File: src/plp_pkg.sv
// Shared constants, register map and carrier types for the PHY low-power block
package plp_pkg;
	// Clock rate
	localparam int CLK_KHZ = 50000;
	localparam int CLK_MHZ = 50;
	// Link pulse interval while asleep on no energy
	localparam int LINK_PULSE_MS = 1000;
	localparam int LINK_PULSE_CYC = LINK_PULSE_MS * CLK_KHZ;
	// Line silence before energy sleep
	localparam int SILENCE_MS = 3000;
	localparam int SILENCE_CYC = SILENCE_MS * CLK_KHZ;
	// Longest wake time out of idle, rounded down
	localparam int WAKE_US = 20;
	localparam int WAKE_CYC = WAKE_US * CLK_MHZ;
	// Refresh interval during idle
	localparam int REFRESH_MS = 20;
	localparam int REFRESH_CYC = REFRESH_MS * CLK_KHZ;
	// Lamp blink half period
	localparam int BLINK_MS = 100;
	localparam int BLINK_CYC = BLINK_MS * CLK_KHZ;
	// Register offsets
	localparam logic [15:0] ADDR_CTRL_TWO = 16'h0015;
	localparam logic [15:0] ADDR_LAMP_ONE = 16'h001B;
	localparam logic [15:0] ADDR_LAMP_TWO = 16'h001C;
	localparam logic [15:0] ADDR_LAMP_THREE = 16'h001D;
	localparam logic [15:0] ADDR_LP_ADV = 16'h8001;
	localparam logic [15:0] ADDR_AUX_CLK = 16'hFF1F;
	// Field positions
	localparam int BIT_SLEEP_STATE = 2;
	localparam int BIT_ENERGY_SLEEP = 3;
	localparam int BIT_ADV_FAST = 1;
	localparam int BIT_LAMP_OVR_EN = 0;
	localparam int BIT_LAMP_OVR_ON = 1;
	localparam int BIT_LAMP_NO_BLINK = 0;
	localparam int BIT_LAMP_INVERT = 0;
	localparam int AUX_SEL_LSB = 0;
	localparam int BIT_LINK_INVERT = 4;
	// Reset values
	localparam logic [15:0] RST_REG = 16'h0000;
	// Auxiliary clock sources
	typedef enum logic [1:0] {AUX_OFF, AUX_FREE125, AUX_REF25, AUX_RECOVERED} plp_aux_sel_t;
	// Configuration straps
	typedef struct packed {
		logic energy_sleep;
		logic lowpower;
	} plp_strap_t;
	// Line and link status from the PHY core
	typedef struct packed {
		logic link_up;
		logic speed_100;
		logic partner_lp_adv;
		logic line_energy;
		logic remote_wake;
		logic activity;
	} plp_line_t;
	// Pulse request on both cable pairs
	typedef struct packed {
		logic pair_zero;
		logic pair_one;
	} plp_pair_t;
endpackage

File: src/plp_interval_timer.sv
// Interval counter that runs only while enabled, giving a one-cycle tick
`timescale 1ns/1ps
module plp_interval_timer import plp_pkg::*; #(
	parameter int COUNT = 1000
) (
	input wire logic i_mclk,
	input wire logic i_rst_n,
	input wire logic i_run,
	output logic o_tick
);
	localparam int W = $clog2(COUNT + 1);
	logic [W-1:0] count; // Cycles since start
	logic [W-1:0] next_count;
	logic tick; // End of interval
	logic next_tick;

	// Count while running; stop clears, so each run starts a whole interval
	always_comb begin
		next_count = count;
		next_tick = 1'b0;
		if (!i_run) begin
			next_count = '0;
		end else if (count == W'(COUNT - 1)) begin
			next_count = '0;
			next_tick = 1'b1;
		end else begin
			next_count = count + W'(1);
		end
	end

	// Register stage
	always_ff @(posedge i_mclk or negedge i_rst_n) begin
		if (!i_rst_n) begin
			count <= '0;
			tick <= 1'b0;
		end else begin
			count <= next_count;
			tick <= next_tick;
		end
	end

	assign o_tick = tick;
endmodule

File: src/plp_lamp_drive.sv
// Status lamp level: steady on link, blinking on traffic, software override
`timescale 1ns/1ps
module plp_lamp_drive import plp_pkg::*; (
	input wire logic i_mclk,
	input wire logic i_rst_n,
	input wire logic i_link_up,
	input wire logic i_activity,
	input wire logic i_blink_tick,
	input wire logic i_no_blink,
	input wire logic i_ovr_en,
	input wire logic i_ovr_on,
	input wire logic i_active_low,
	output logic o_pin
);
	logic act_seen; // Traffic since last blink step
	logic phase; // Blink dark phase
	logic pin; // Registered pin level
	logic next_act_seen;
	logic next_phase;
	logic next_pin;
	logic lit;

	// Stretch short activity into visible blink steps
	always_comb begin
		next_act_seen = act_seen | i_activity;
		next_phase = phase;
		if (i_blink_tick) begin
			next_phase = act_seen & ~phase & ~i_no_blink;
			next_act_seen = i_activity;
		end
		lit = i_ovr_en ? i_ovr_on : (i_link_up & ~phase);
		next_pin = lit ^ i_active_low;
	end

	// Register stage; pin reset level is the dark level for active low
	always_ff @(posedge i_mclk or negedge i_rst_n) begin
		if (!i_rst_n) begin
			act_seen <= 1'b0;
			phase <= 1'b0;
			pin <= 1'b1;
		end else begin
			act_seen <= next_act_seen;
			phase <= next_phase;
			pin <= next_pin;
		end
	end

	assign o_pin = pin;
endmodule

File: src/plp_power_ctrl.sv
// Power state, idle, lamp, link indicator and auxiliary clock control
`timescale 1ns/1ps

module plp_power_ctrl import plp_pkg::*; #(
	parameter int LINK_PULSE_COUNT = LINK_PULSE_CYC,
	parameter int SILENCE_COUNT = SILENCE_CYC,
	parameter int REFRESH_COUNT = REFRESH_CYC,
	parameter int BLINK_COUNT = BLINK_CYC
) (
	input wire logic i_mclk,
	input wire logic i_rst_n,
	input wire plp_strap_t i_strap,
	input wire logic i_lamp_pin_in,
	input wire plp_line_t i_line,
	input wire logic i_soft_pd,
	input wire logic i_mac_lpi_req,
	input wire logic i_frame_active,
	input wire logic i_reg_wr,
	input wire logic i_reg_rd,
	input wire logic [15:0] i_reg_addr,
	input wire logic [15:0] i_reg_wdata,
	output logic [15:0] o_reg_rdata,
	output logic o_reg_ack,
	output logic o_lamp_pin_out,
	output logic o_lamp_pin_oe,
	output logic o_link_indicator,
	output logic [1:0] o_aux_clk_sel,
	output logic o_cmu_enable,
	output logic o_clocks_gated,
	output plp_pair_t o_link_pulse,
	output logic o_refresh,
	output logic o_wake_tx,
	output logic o_data_ready,
	output logic o_lowpower_link,
	output logic o_energy_sleep
);
	////////////////////////////////////////////////////////////////////////////////
	// Declarations

	typedef enum logic [1:0] {ST_NORMAL, ST_ENERGY_SLEEP, ST_LPI_SLEEP, ST_LPI_WAKE} plp_state_t;

	plp_state_t state; // Power state
	plp_state_t next_state;
	logic captured; // Straps taken
	logic next_captured;
	plp_strap_t strap; // Latched straps
	plp_strap_t next_strap;
	logic lamp_low; // Sensed lamp polarity
	logic next_lamp_low;
	logic [15:0] ctrl_two; // Sleep enable register
	logic [15:0] lamp_one; // Lamp override
	logic [15:0] lamp_two; // Lamp blink control
	logic [15:0] lamp_three; // Lamp polarity control
	logic [15:0] lp_adv; // Advertisement register
	logic [15:0] aux_clk; // Aux clock and link invert
	logic [15:0] next_ctrl_two;
	logic [15:0] next_lamp_one;
	logic [15:0] next_lamp_two;
	logic [15:0] next_lamp_three;
	logic [15:0] next_lp_adv;
	logic [15:0] next_aux_clk;
	logic [15:0] rdata; // Read answer
	logic [15:0] next_rdata;
	logic ack; // Read answer strobe
	logic next_ack;
	logic link_ind; // Link indicator pin
	logic next_link_ind;
	logic cmu_en; // Multiplier power
	logic next_cmu_en;
	logic gated; // Clock gating
	logic next_gated;
	plp_pair_t pulse; // Sleep link pulse
	plp_pair_t next_pulse;
	logic refresh; // Idle refresh strobe
	logic next_refresh;
	logic wake_tx; // Local wake signalling
	logic next_wake_tx;
	logic wake_local; // Wake started locally
	logic next_wake_local;
	logic ready; // Data path open
	logic next_ready;
	logic lp_link; // Low-power link agreed
	logic next_lp_link;
	logic energy_sleep; // Energy sleep active
	logic next_energy_sleep;
	logic energy_en; // Effective sleep enable
	logic lp_en; // Effective low-power advertise
	logic silence_tick;
	logic pulse_tick;
	logic refresh_tick;
	logic wake_tick;
	logic blink_tick;
	logic lamp_pin;

	////////////////////////////////////////////////////////////////////////////////
	// Strap capture

	// Taken on the first edge after release, never by the reset itself
	always_comb begin
		next_captured = 1'b1;
		next_strap = captured ? strap : i_strap;
		next_lamp_low = captured ? lamp_low : i_lamp_pin_in;
	end

	// Polarity defaults to active low until sensed
	always_ff @(posedge i_mclk or negedge i_rst_n) begin
		if (!i_rst_n) begin
			captured <= 1'b0;
			strap <= '0;
			lamp_low <= 1'b1;
		end else begin
			captured <= next_captured;
			strap <= next_strap;
			lamp_low <= next_lamp_low;
		end
	end

	////////////////////////////////////////////////////////////////////////////////
	// Registers

	// Register file stays live in every power state
	always_comb begin
		next_ctrl_two = ctrl_two;
		next_lamp_one = lamp_one;
		next_lamp_two = lamp_two;
		next_lamp_three = lamp_three;
		next_lp_adv = lp_adv;
		next_aux_clk = aux_clk;
		next_rdata = rdata;
		next_ack = i_reg_rd;
		if (i_reg_wr) begin
			unique case (i_reg_addr)
				ADDR_CTRL_TWO: next_ctrl_two = i_reg_wdata;
				ADDR_LAMP_ONE: next_lamp_one = i_reg_wdata;
				ADDR_LAMP_TWO: next_lamp_two = i_reg_wdata;
				ADDR_LAMP_THREE: next_lamp_three = i_reg_wdata;
				ADDR_LP_ADV: next_lp_adv = i_reg_wdata;
				ADDR_AUX_CLK: next_aux_clk = i_reg_wdata;
				default: next_rdata = rdata; // Unmapped write ignored
			endcase
		end
		if (i_reg_rd) begin
			unique case (i_reg_addr)
				// Sleep state bit is read-only and shows live status
				ADDR_CTRL_TWO: begin
					next_rdata = ctrl_two;
					next_rdata[BIT_SLEEP_STATE] = energy_sleep;
				end
				ADDR_LAMP_ONE: next_rdata = lamp_one;
				ADDR_LAMP_TWO: next_rdata = lamp_two;
				ADDR_LAMP_THREE: next_rdata = lamp_three;
				ADDR_LP_ADV: next_rdata = lp_adv;
				ADDR_AUX_CLK: next_rdata = aux_clk;
				default: next_rdata = 16'h0000; // Unmapped reads zero
			endcase
		end
	end

	// Register stage; aux clock resets to off
	always_ff @(posedge i_mclk or negedge i_rst_n) begin
		if (!i_rst_n) begin
			ctrl_two <= RST_REG;
			lamp_one <= RST_REG;
			lamp_two <= RST_REG;
			lamp_three <= RST_REG;
			lp_adv <= RST_REG;
			aux_clk <= RST_REG;
			rdata <= 16'h0000;
			ack <= 1'b0;
		end else begin
			ctrl_two <= next_ctrl_two;
			lamp_one <= next_lamp_one;
			lamp_two <= next_lamp_two;
			lamp_three <= next_lamp_three;
			lp_adv <= next_lp_adv;
			aux_clk <= next_aux_clk;
			rdata <= next_rdata;
			ack <= next_ack;
		end
	end

	////////////////////////////////////////////////////////////////////////////////
	// Timers

	assign energy_en = strap.energy_sleep | ctrl_two[BIT_ENERGY_SLEEP];
	assign lp_en = strap.lowpower | lp_adv[BIT_ADV_FAST];

	// Silence only counts while a sleep would be legal; any energy restarts it
	plp_interval_timer #(.COUNT(SILENCE_COUNT)) u_silence (
		.i_mclk(i_mclk),
		.i_rst_n(i_rst_n),
		.i_run(state == ST_NORMAL && energy_en && !i_soft_pd && !i_line.line_energy && !i_line.link_up),
		.o_tick(silence_tick)
	);

	// One-second pulse spacing from the reference clock
	plp_interval_timer #(.COUNT(LINK_PULSE_COUNT)) u_pulse (
		.i_mclk(i_mclk),
		.i_rst_n(i_rst_n),
		.i_run(state == ST_ENERGY_SLEEP),
		.o_tick(pulse_tick)
	);

	// Refresh spacing in idle
	plp_interval_timer #(.COUNT(REFRESH_COUNT)) u_refresh (
		.i_mclk(i_mclk),
		.i_rst_n(i_rst_n),
		.i_run(state == ST_LPI_SLEEP),
		.o_tick(refresh_tick)
	);

	// One cycle less so the open data path lands inside the limit
	plp_interval_timer #(.COUNT(WAKE_CYC - 1)) u_wake (
		.i_mclk(i_mclk),
		.i_rst_n(i_rst_n),
		.i_run(state == ST_LPI_WAKE),
		.o_tick(wake_tick)
	);

	// Blink step
	plp_interval_timer #(.COUNT(BLINK_COUNT)) u_blink (
		.i_mclk(i_mclk),
		.i_rst_n(i_rst_n),
		.i_run(captured),
		.o_tick(blink_tick)
	);

	////////////////////////////////////////////////////////////////////////////////
	// Power state machine

	// Next state and registered outputs
	always_comb begin
		next_state = state;
		next_wake_local = wake_local;
		next_lp_link = i_line.link_up & i_line.speed_100 & i_line.partner_lp_adv & lp_en;
		next_pulse = '0;
		next_refresh = 1'b0;
		unique case (state)
			ST_NORMAL: begin
				if (silence_tick) begin
					next_state = ST_ENERGY_SLEEP;
				end else if (lp_link && i_mac_lpi_req && !i_frame_active) begin
					next_state = ST_LPI_SLEEP;
				end
			end
			ST_ENERGY_SLEEP: begin
				next_pulse = '{pair_zero: pulse_tick, pair_one: pulse_tick};
				if (i_line.line_energy || !energy_en || i_soft_pd) begin
					next_state = ST_NORMAL;
				end
			end
			ST_LPI_SLEEP: begin
				next_refresh = refresh_tick;
				if (!lp_link) begin
					next_state = ST_NORMAL;
				end else if (i_line.remote_wake) begin
					next_state = ST_LPI_WAKE;
					next_wake_local = 1'b0;
				end else if (!i_mac_lpi_req) begin
					next_state = ST_LPI_WAKE;
					next_wake_local = 1'b1;
				end
			end
			ST_LPI_WAKE: begin
				if (wake_tick) begin
					next_state = ST_NORMAL;
					next_wake_local = 1'b0;
				end
			end
		endcase
		// Data path only opens in normal state, so no frame straddles a change
		next_ready = (next_state == ST_NORMAL) && captured;
		next_wake_tx = (next_state == ST_LPI_WAKE) && next_wake_local;
		// Strobes only while the sleep holds, so none outlives the state flags
		next_pulse = (next_state == ST_ENERGY_SLEEP) ? next_pulse : '0;
		next_refresh = next_refresh && (next_state == ST_LPI_SLEEP);
		next_energy_sleep = next_state == ST_ENERGY_SLEEP;
		next_gated = next_state == ST_ENERGY_SLEEP || next_state == ST_LPI_SLEEP;
		// Free 125 MHz costs power: multiplier stays up even when asleep
		next_cmu_en = captured && (aux_clk[AUX_SEL_LSB +: 2] == 2'(AUX_FREE125) || !next_gated);
		next_link_ind = i_line.link_up ^ aux_clk[BIT_LINK_INVERT];
	end

	// Register stage
	always_ff @(posedge i_mclk or negedge i_rst_n) begin
		if (!i_rst_n) begin
			state <= ST_NORMAL;
			wake_local <= 1'b0;
			lp_link <= 1'b0;
			pulse <= '0;
			refresh <= 1'b0;
			ready <= 1'b0;
			wake_tx <= 1'b0;
			energy_sleep <= 1'b0;
			gated <= 1'b0;
			cmu_en <= 1'b0;
			link_ind <= 1'b0;
		end else begin
			state <= next_state;
			wake_local <= next_wake_local;
			lp_link <= next_lp_link;
			pulse <= next_pulse;
			refresh <= next_refresh;
			ready <= next_ready;
			wake_tx <= next_wake_tx;
			energy_sleep <= next_energy_sleep;
			gated <= next_gated;
			cmu_en <= next_cmu_en;
			link_ind <= next_link_ind;
		end
	end

	////////////////////////////////////////////////////////////////////////////////
	// Lamp

	// Lamp pin released while straps are sensed, driven afterwards
	plp_lamp_drive u_lamp (
		.i_mclk(i_mclk),
		.i_rst_n(i_rst_n),
		.i_link_up(i_line.link_up),
		.i_activity(i_line.activity),
		.i_blink_tick(blink_tick),
		.i_no_blink(lamp_two[BIT_LAMP_NO_BLINK]),
		.i_ovr_en(lamp_one[BIT_LAMP_OVR_EN]),
		.i_ovr_on(lamp_one[BIT_LAMP_OVR_ON]),
		.i_active_low(lamp_low ^ lamp_three[BIT_LAMP_INVERT]),
		.o_pin(lamp_pin)
	);

	////////////////////////////////////////////////////////////////////////////////
	// Outputs

	assign o_reg_rdata = rdata;
	assign o_reg_ack = ack;
	assign o_lamp_pin_out = lamp_pin;
	assign o_lamp_pin_oe = captured;
	assign o_link_indicator = link_ind;
	assign o_aux_clk_sel = aux_clk[AUX_SEL_LSB +: 2];
	assign o_cmu_enable = cmu_en;
	assign o_clocks_gated = gated;
	assign o_link_pulse = pulse;
	assign o_refresh = refresh;
	assign o_wake_tx = wake_tx;
	assign o_data_ready = ready;
	assign o_lowpower_link = lp_link;
	assign o_energy_sleep = energy_sleep;
endmodule

File: config.mk
export PLATFORM = sky130hd
export DESIGN_NAME = plp_power_ctrl
export DESIGN_NICKNAME = d
export VERILOG_FILES = /design/src/plp_pkg.sv /design/src/plp_interval_timer.sv /design/src/plp_lamp_drive.sv /design/src/plp_power_ctrl.sv
export SDC_FILE = /design/constraint.sdc
export NUM_CORES = 1
export LEC_CHECK = 0
export ABC_AREA = 1
export BUFFER_PORTS_ARGS = -buffer_cell sky130_fd_sc_hd__buf_2
export CORE_AREA = 2 2 186 142
export CTS_BUF_LIST = sky130_fd_sc_hd__clkbuf_8
export DETAILED_ROUTE_END_ITERATION = 16
export DIE_AREA = 0 0 188 144
export GPL_TIMING_DRIVEN = 0
export HOLD_SLACK_MARGIN = 0.02
export PLACE_DENSITY = 0.67
export SLEW_MARGIN = 20
export SYNTH_ARGS = -nofsm -noshare
export SYNTH_HDL_FRONTEND = slang
export SYNTH_SLANG_ARGS = --single-unit
File: constraint.sdc
create_clock -name i_mclk -period 2.45 [get_ports i_mclk]
set_input_delay 0.1225 -clock i_mclk [delete_from_list [all_inputs] [get_ports i_mclk]]
set_output_delay 0.1225 -clock i_mclk [all_outputs]
set_load 0.005 [all_outputs]
==> flow_summary.yaml <==
run_status:
  status: "complete, no violations"
power:
  irDropWorstVdd_mv: 0.5331
  p_sw_share_pct: 22.83
  p_sw_w: 0.001953
  p_int_w: 0.006602
  p_leak_nw: 6.755
  p_per_area_nw_per_um2: 584.3
  seqPwrFrac_pct: 47.6
  p_comb_share_pct: 4.1
  clkPwrFrac_pct: 48.3
synthesis:
  netlist_area_um2: 12490
  synthArstFlopShare_pct: 100.0
  synth_top_family_by_area: "simple AND/OR/NAND/NOR gates"
  synth.most_common_cell: "nand2_1"
  synth_edf_count: 0
  ys_seq_area_share_pct: 48.70
  yosys.area_share.simple_pct: 33.76
  ys_seq_elements: 243
  yosys.area.top_type: "dfrtp_1"
  synth_flop_cell: "dfrtp_1"
  synth_adder_area_share_pct: 1.002
  synth_mux_area_share_pct: 0
  ys_types: 43
  syn_inst: 1616
  synth_top_area_share_pct: 48.28
  synth_nets: 1674
  yosys-top-cells-area: "dfrtp_1, nand2_1, nor2_1"
  synthTopCellsByCount: "nand2_1, nor2_1, dfrtp_1"
  synth_compound_area_share_pct: 6.400
  synthXorXnorAreaFrac_pct: 2.804
  ys_warn_count: 0
  syn_area_per_cell_um2: 7.730
floorplan:
  initial_core_util_pct: 49.06
  die_area_um2: 27070
  io_pins: 79
  die_h_um: 144
  die_w_um: 188
  core_um2: 25460
  row_count: 51
finish:
  drive_gt1_share_pct: 12.56
  num_antenna_cells: 0
  fin_nets: 1828
  area_delta_synth_final_pct: 17.21
  fillers: 2435
  fin_cells: 2144
timing:
  drv_slew: 0
  fmaxAchievable_ghz: 0.4340
  worst_slew_pin_slew_ns: 0.7540
  finalHoldViolations: 0
  setup_violations: 0
  worst_slack_ns: 0.1457
  rsz0062_at_grt: "no"
  period_needed_ns: 2.304
  period_share_pct: 94.05
  slew_headroom_pct: 49.74
  fin_skew_ns: 0.02398
clock_network:
  cts_tree: "yes"
  clkLatencyLatePin_ns: 0.57
  cts_made_buffers: 41
  cts_sinks: 243
  clock-root-buffer: "clkbuf_8"
  post_cts_buffers: 0
  clk_pin_slew_ns: 0.07
  htreeDepth: 2
  clock_path_buffers: 3
setup_path:
  critical_path_class: "reg2reg"
  slowest_delay_ns: 0.59
  cp_slowest_cell: "dlygate4sd3_1"
  critPathCaptureType: "register"
  worstPathArrival_ns: 2.78
  cp_top_family: "buffers and inverters"
  startpoint_type: "register"
  crit_required_ns: 2.93
  path_buf_inv: 2
  path_cells: "nor2_1 > nor3_1 > dlygate4sd3_1 > nand3_1 > a31oi_2 > inv_1 > ha_1 > a21oi_1"
  cp_max_fo: 4
global_route:
  grt_pass1_wl_um: 53850
  grt_usage_pct: 24.78
  grt_max_degree: 96
  grt_pass1_vias: 10526
  antenna_found_initial: 0
  globalRouteOverflowTotal: 0
job:
  cap_violations: 0
worst_hold_path:
  hold_class: "in2reg"
route:
  post-route-drc-count: 0
  ant_nets: 0
  drt_iter0_drc: 1012
  wire_per_inst_um: 15.20
  drtPass1Iterations: 6
  m1WireLength_um: 16080
  met2_length_um: 13640
  drt-total-wl_um: 32590
  top_layer_used: "met4"
  avgViaCountPerCell: 5.203
  num_vias: 11155
  dr_wl_met3_um: 2176
placed_design:
  dpl.hpwl_um: 23250
  port_buffers: 78
  place_ws_ns: 0.3533
  place_inst: 2040
  gp_congestion: 0.9394
## sequential cells by signal, summed over array words and instances, names as in the netlist, 10 cells and up
name,cells
u_pulse.count,26
u_refresh.count,20
o_reg_rdata,16
lamp_one,16
u_blink.count,23
ctrl_two,15
u_silence.count,28
lamp_two,16
lp_adv,16
u_wake.count,10
aux_clk,16
lamp_three,16
## power groups by stage
stage / Combinational (W) / Sequential [W] / Clock [W]
2_1_floorplan: 0.000100 / 0.00414 / 0
3_5_place_dp: 0.000317 / 0.00414 / 0
3_3_place_gp: 0.000302 / 0.00414 / 0
6_report: 0.000351 / 0.00407 / 0.00413
5_1_grt: 0.000396 / 0.00407 / 0.00441
4_1_cts: 0.000354 / 0.00407 / 0.00424
## final cells by class
class	count	area [µm²]	share of cell area, %
well taps	344	430.4	2.940
flip-flops and latches	243	6083	41.55
clock buffers	55	757.0	5.170
multi-input cells	1164	5503	37.58
repair buffers	111	765.7	5.230
plain buffers	46	300.3	2.051
inverters	163	611.8	4.179
clock inverters	18	190.2	1.299
## stage by stage
step                setup TNS, ns  total power, W  util (%)  hold slack, ns  cell area [µm²]
floorplan                       0        0.004242         -         -0.1731            12490
global placement          -765.29        0.004445     52.29          0.2924            13310
detailed placement              0        0.004460     52.54          0.1706            13380
CTS                             0        0.008668     57.48         0.08826            14640
global route                    0        0.008878     57.51          0.1631            14640
finish                          0        0.008555     57.51          0.1185            14640
## cells in the final DEF, fill, tap and decap left out, types with 10 or more instances in the layout
master / n
buf_2: 97
inv_1: 167
nand4_1: 32
a21oi_1: 32
nand3_1: 163
nor2_2: 10
nor3_1: 41
o21ai_1: 34
clkbuf_8: 55
o21ai_0: 70
dlygate4sd3_1: 31
dfrtp_1: 241
xor2_1: 31
nor2_1: 298
nand2_1: 382
ha_1: 10
## what timing repair did
item,in CTS,in global routing
endpoints found under the hold margin,193,0
hold buffers,31,0
endpoints found under the setup margin,0,2
resized for setup,0,1
## cells by family after synthesis
family,after synthesis
adder cells (fa/ha/maj),10
other,1
AO/OA/AOI/OAI,151
buffers and inverters,209
XOR/XNOR,40
AND/OR/NAND/NOR,962
flip-flops,243
## final timing paths
| kind | end | slack [ns] | depth (start not counted) | start |
|---|---|---|---|---|
| worst max-delay path | o_cmu_enable$_DFF_PN0_ | 0.15 | 8 | ctrl_two[3]$_DFFE_PN0P_ |
| worst min-delay path | lp_adv[15]$_DFFE_PN0P_ | 0.12 | 7 | i_reg_addr[12] |
| worst max register to register | o_cmu_enable$_DFF_PN0_ | 0.15 | 8 | ctrl_two[3]$_DFFE_PN0P_ |
| worst min register to register | u_refresh.count[0]$_DFF_PN0_ | 0.46 | 1 | u_refresh.count[0]$_DFF_PN0_ |
| max in group asynchronous | u_silence.count[4]$_DFF_PN0_ | 1.12 | 4 | i_rst_n |
| min in group asynchronous | u_refresh.count[7]$_DFF_PN0_ | 0.15 | 2 | i_rst_n |
## routing by layer
layer | vias to the layer above | global-route usage [%]
li1 | 5480 | -
met1 | 5291 | 37.04
met2 | 339 | 37.09
met3 | 45 | 3.980
met4 | 0 | 7.418
met5 | - | 0
## worst register-to-register path: stages, from the launching register on
cell	delay, ns
dfrtp_1	0.43
nor2_1	0.07
nor3_1	0.22
dlygate4sd3_1	0.60
nand3_1	0.09
a31oi_2	0.24
inv_1	0.10
ha_1	0.31
a21oi_1	0.16
Note: power is estimated with default switching activity, not from simulation.
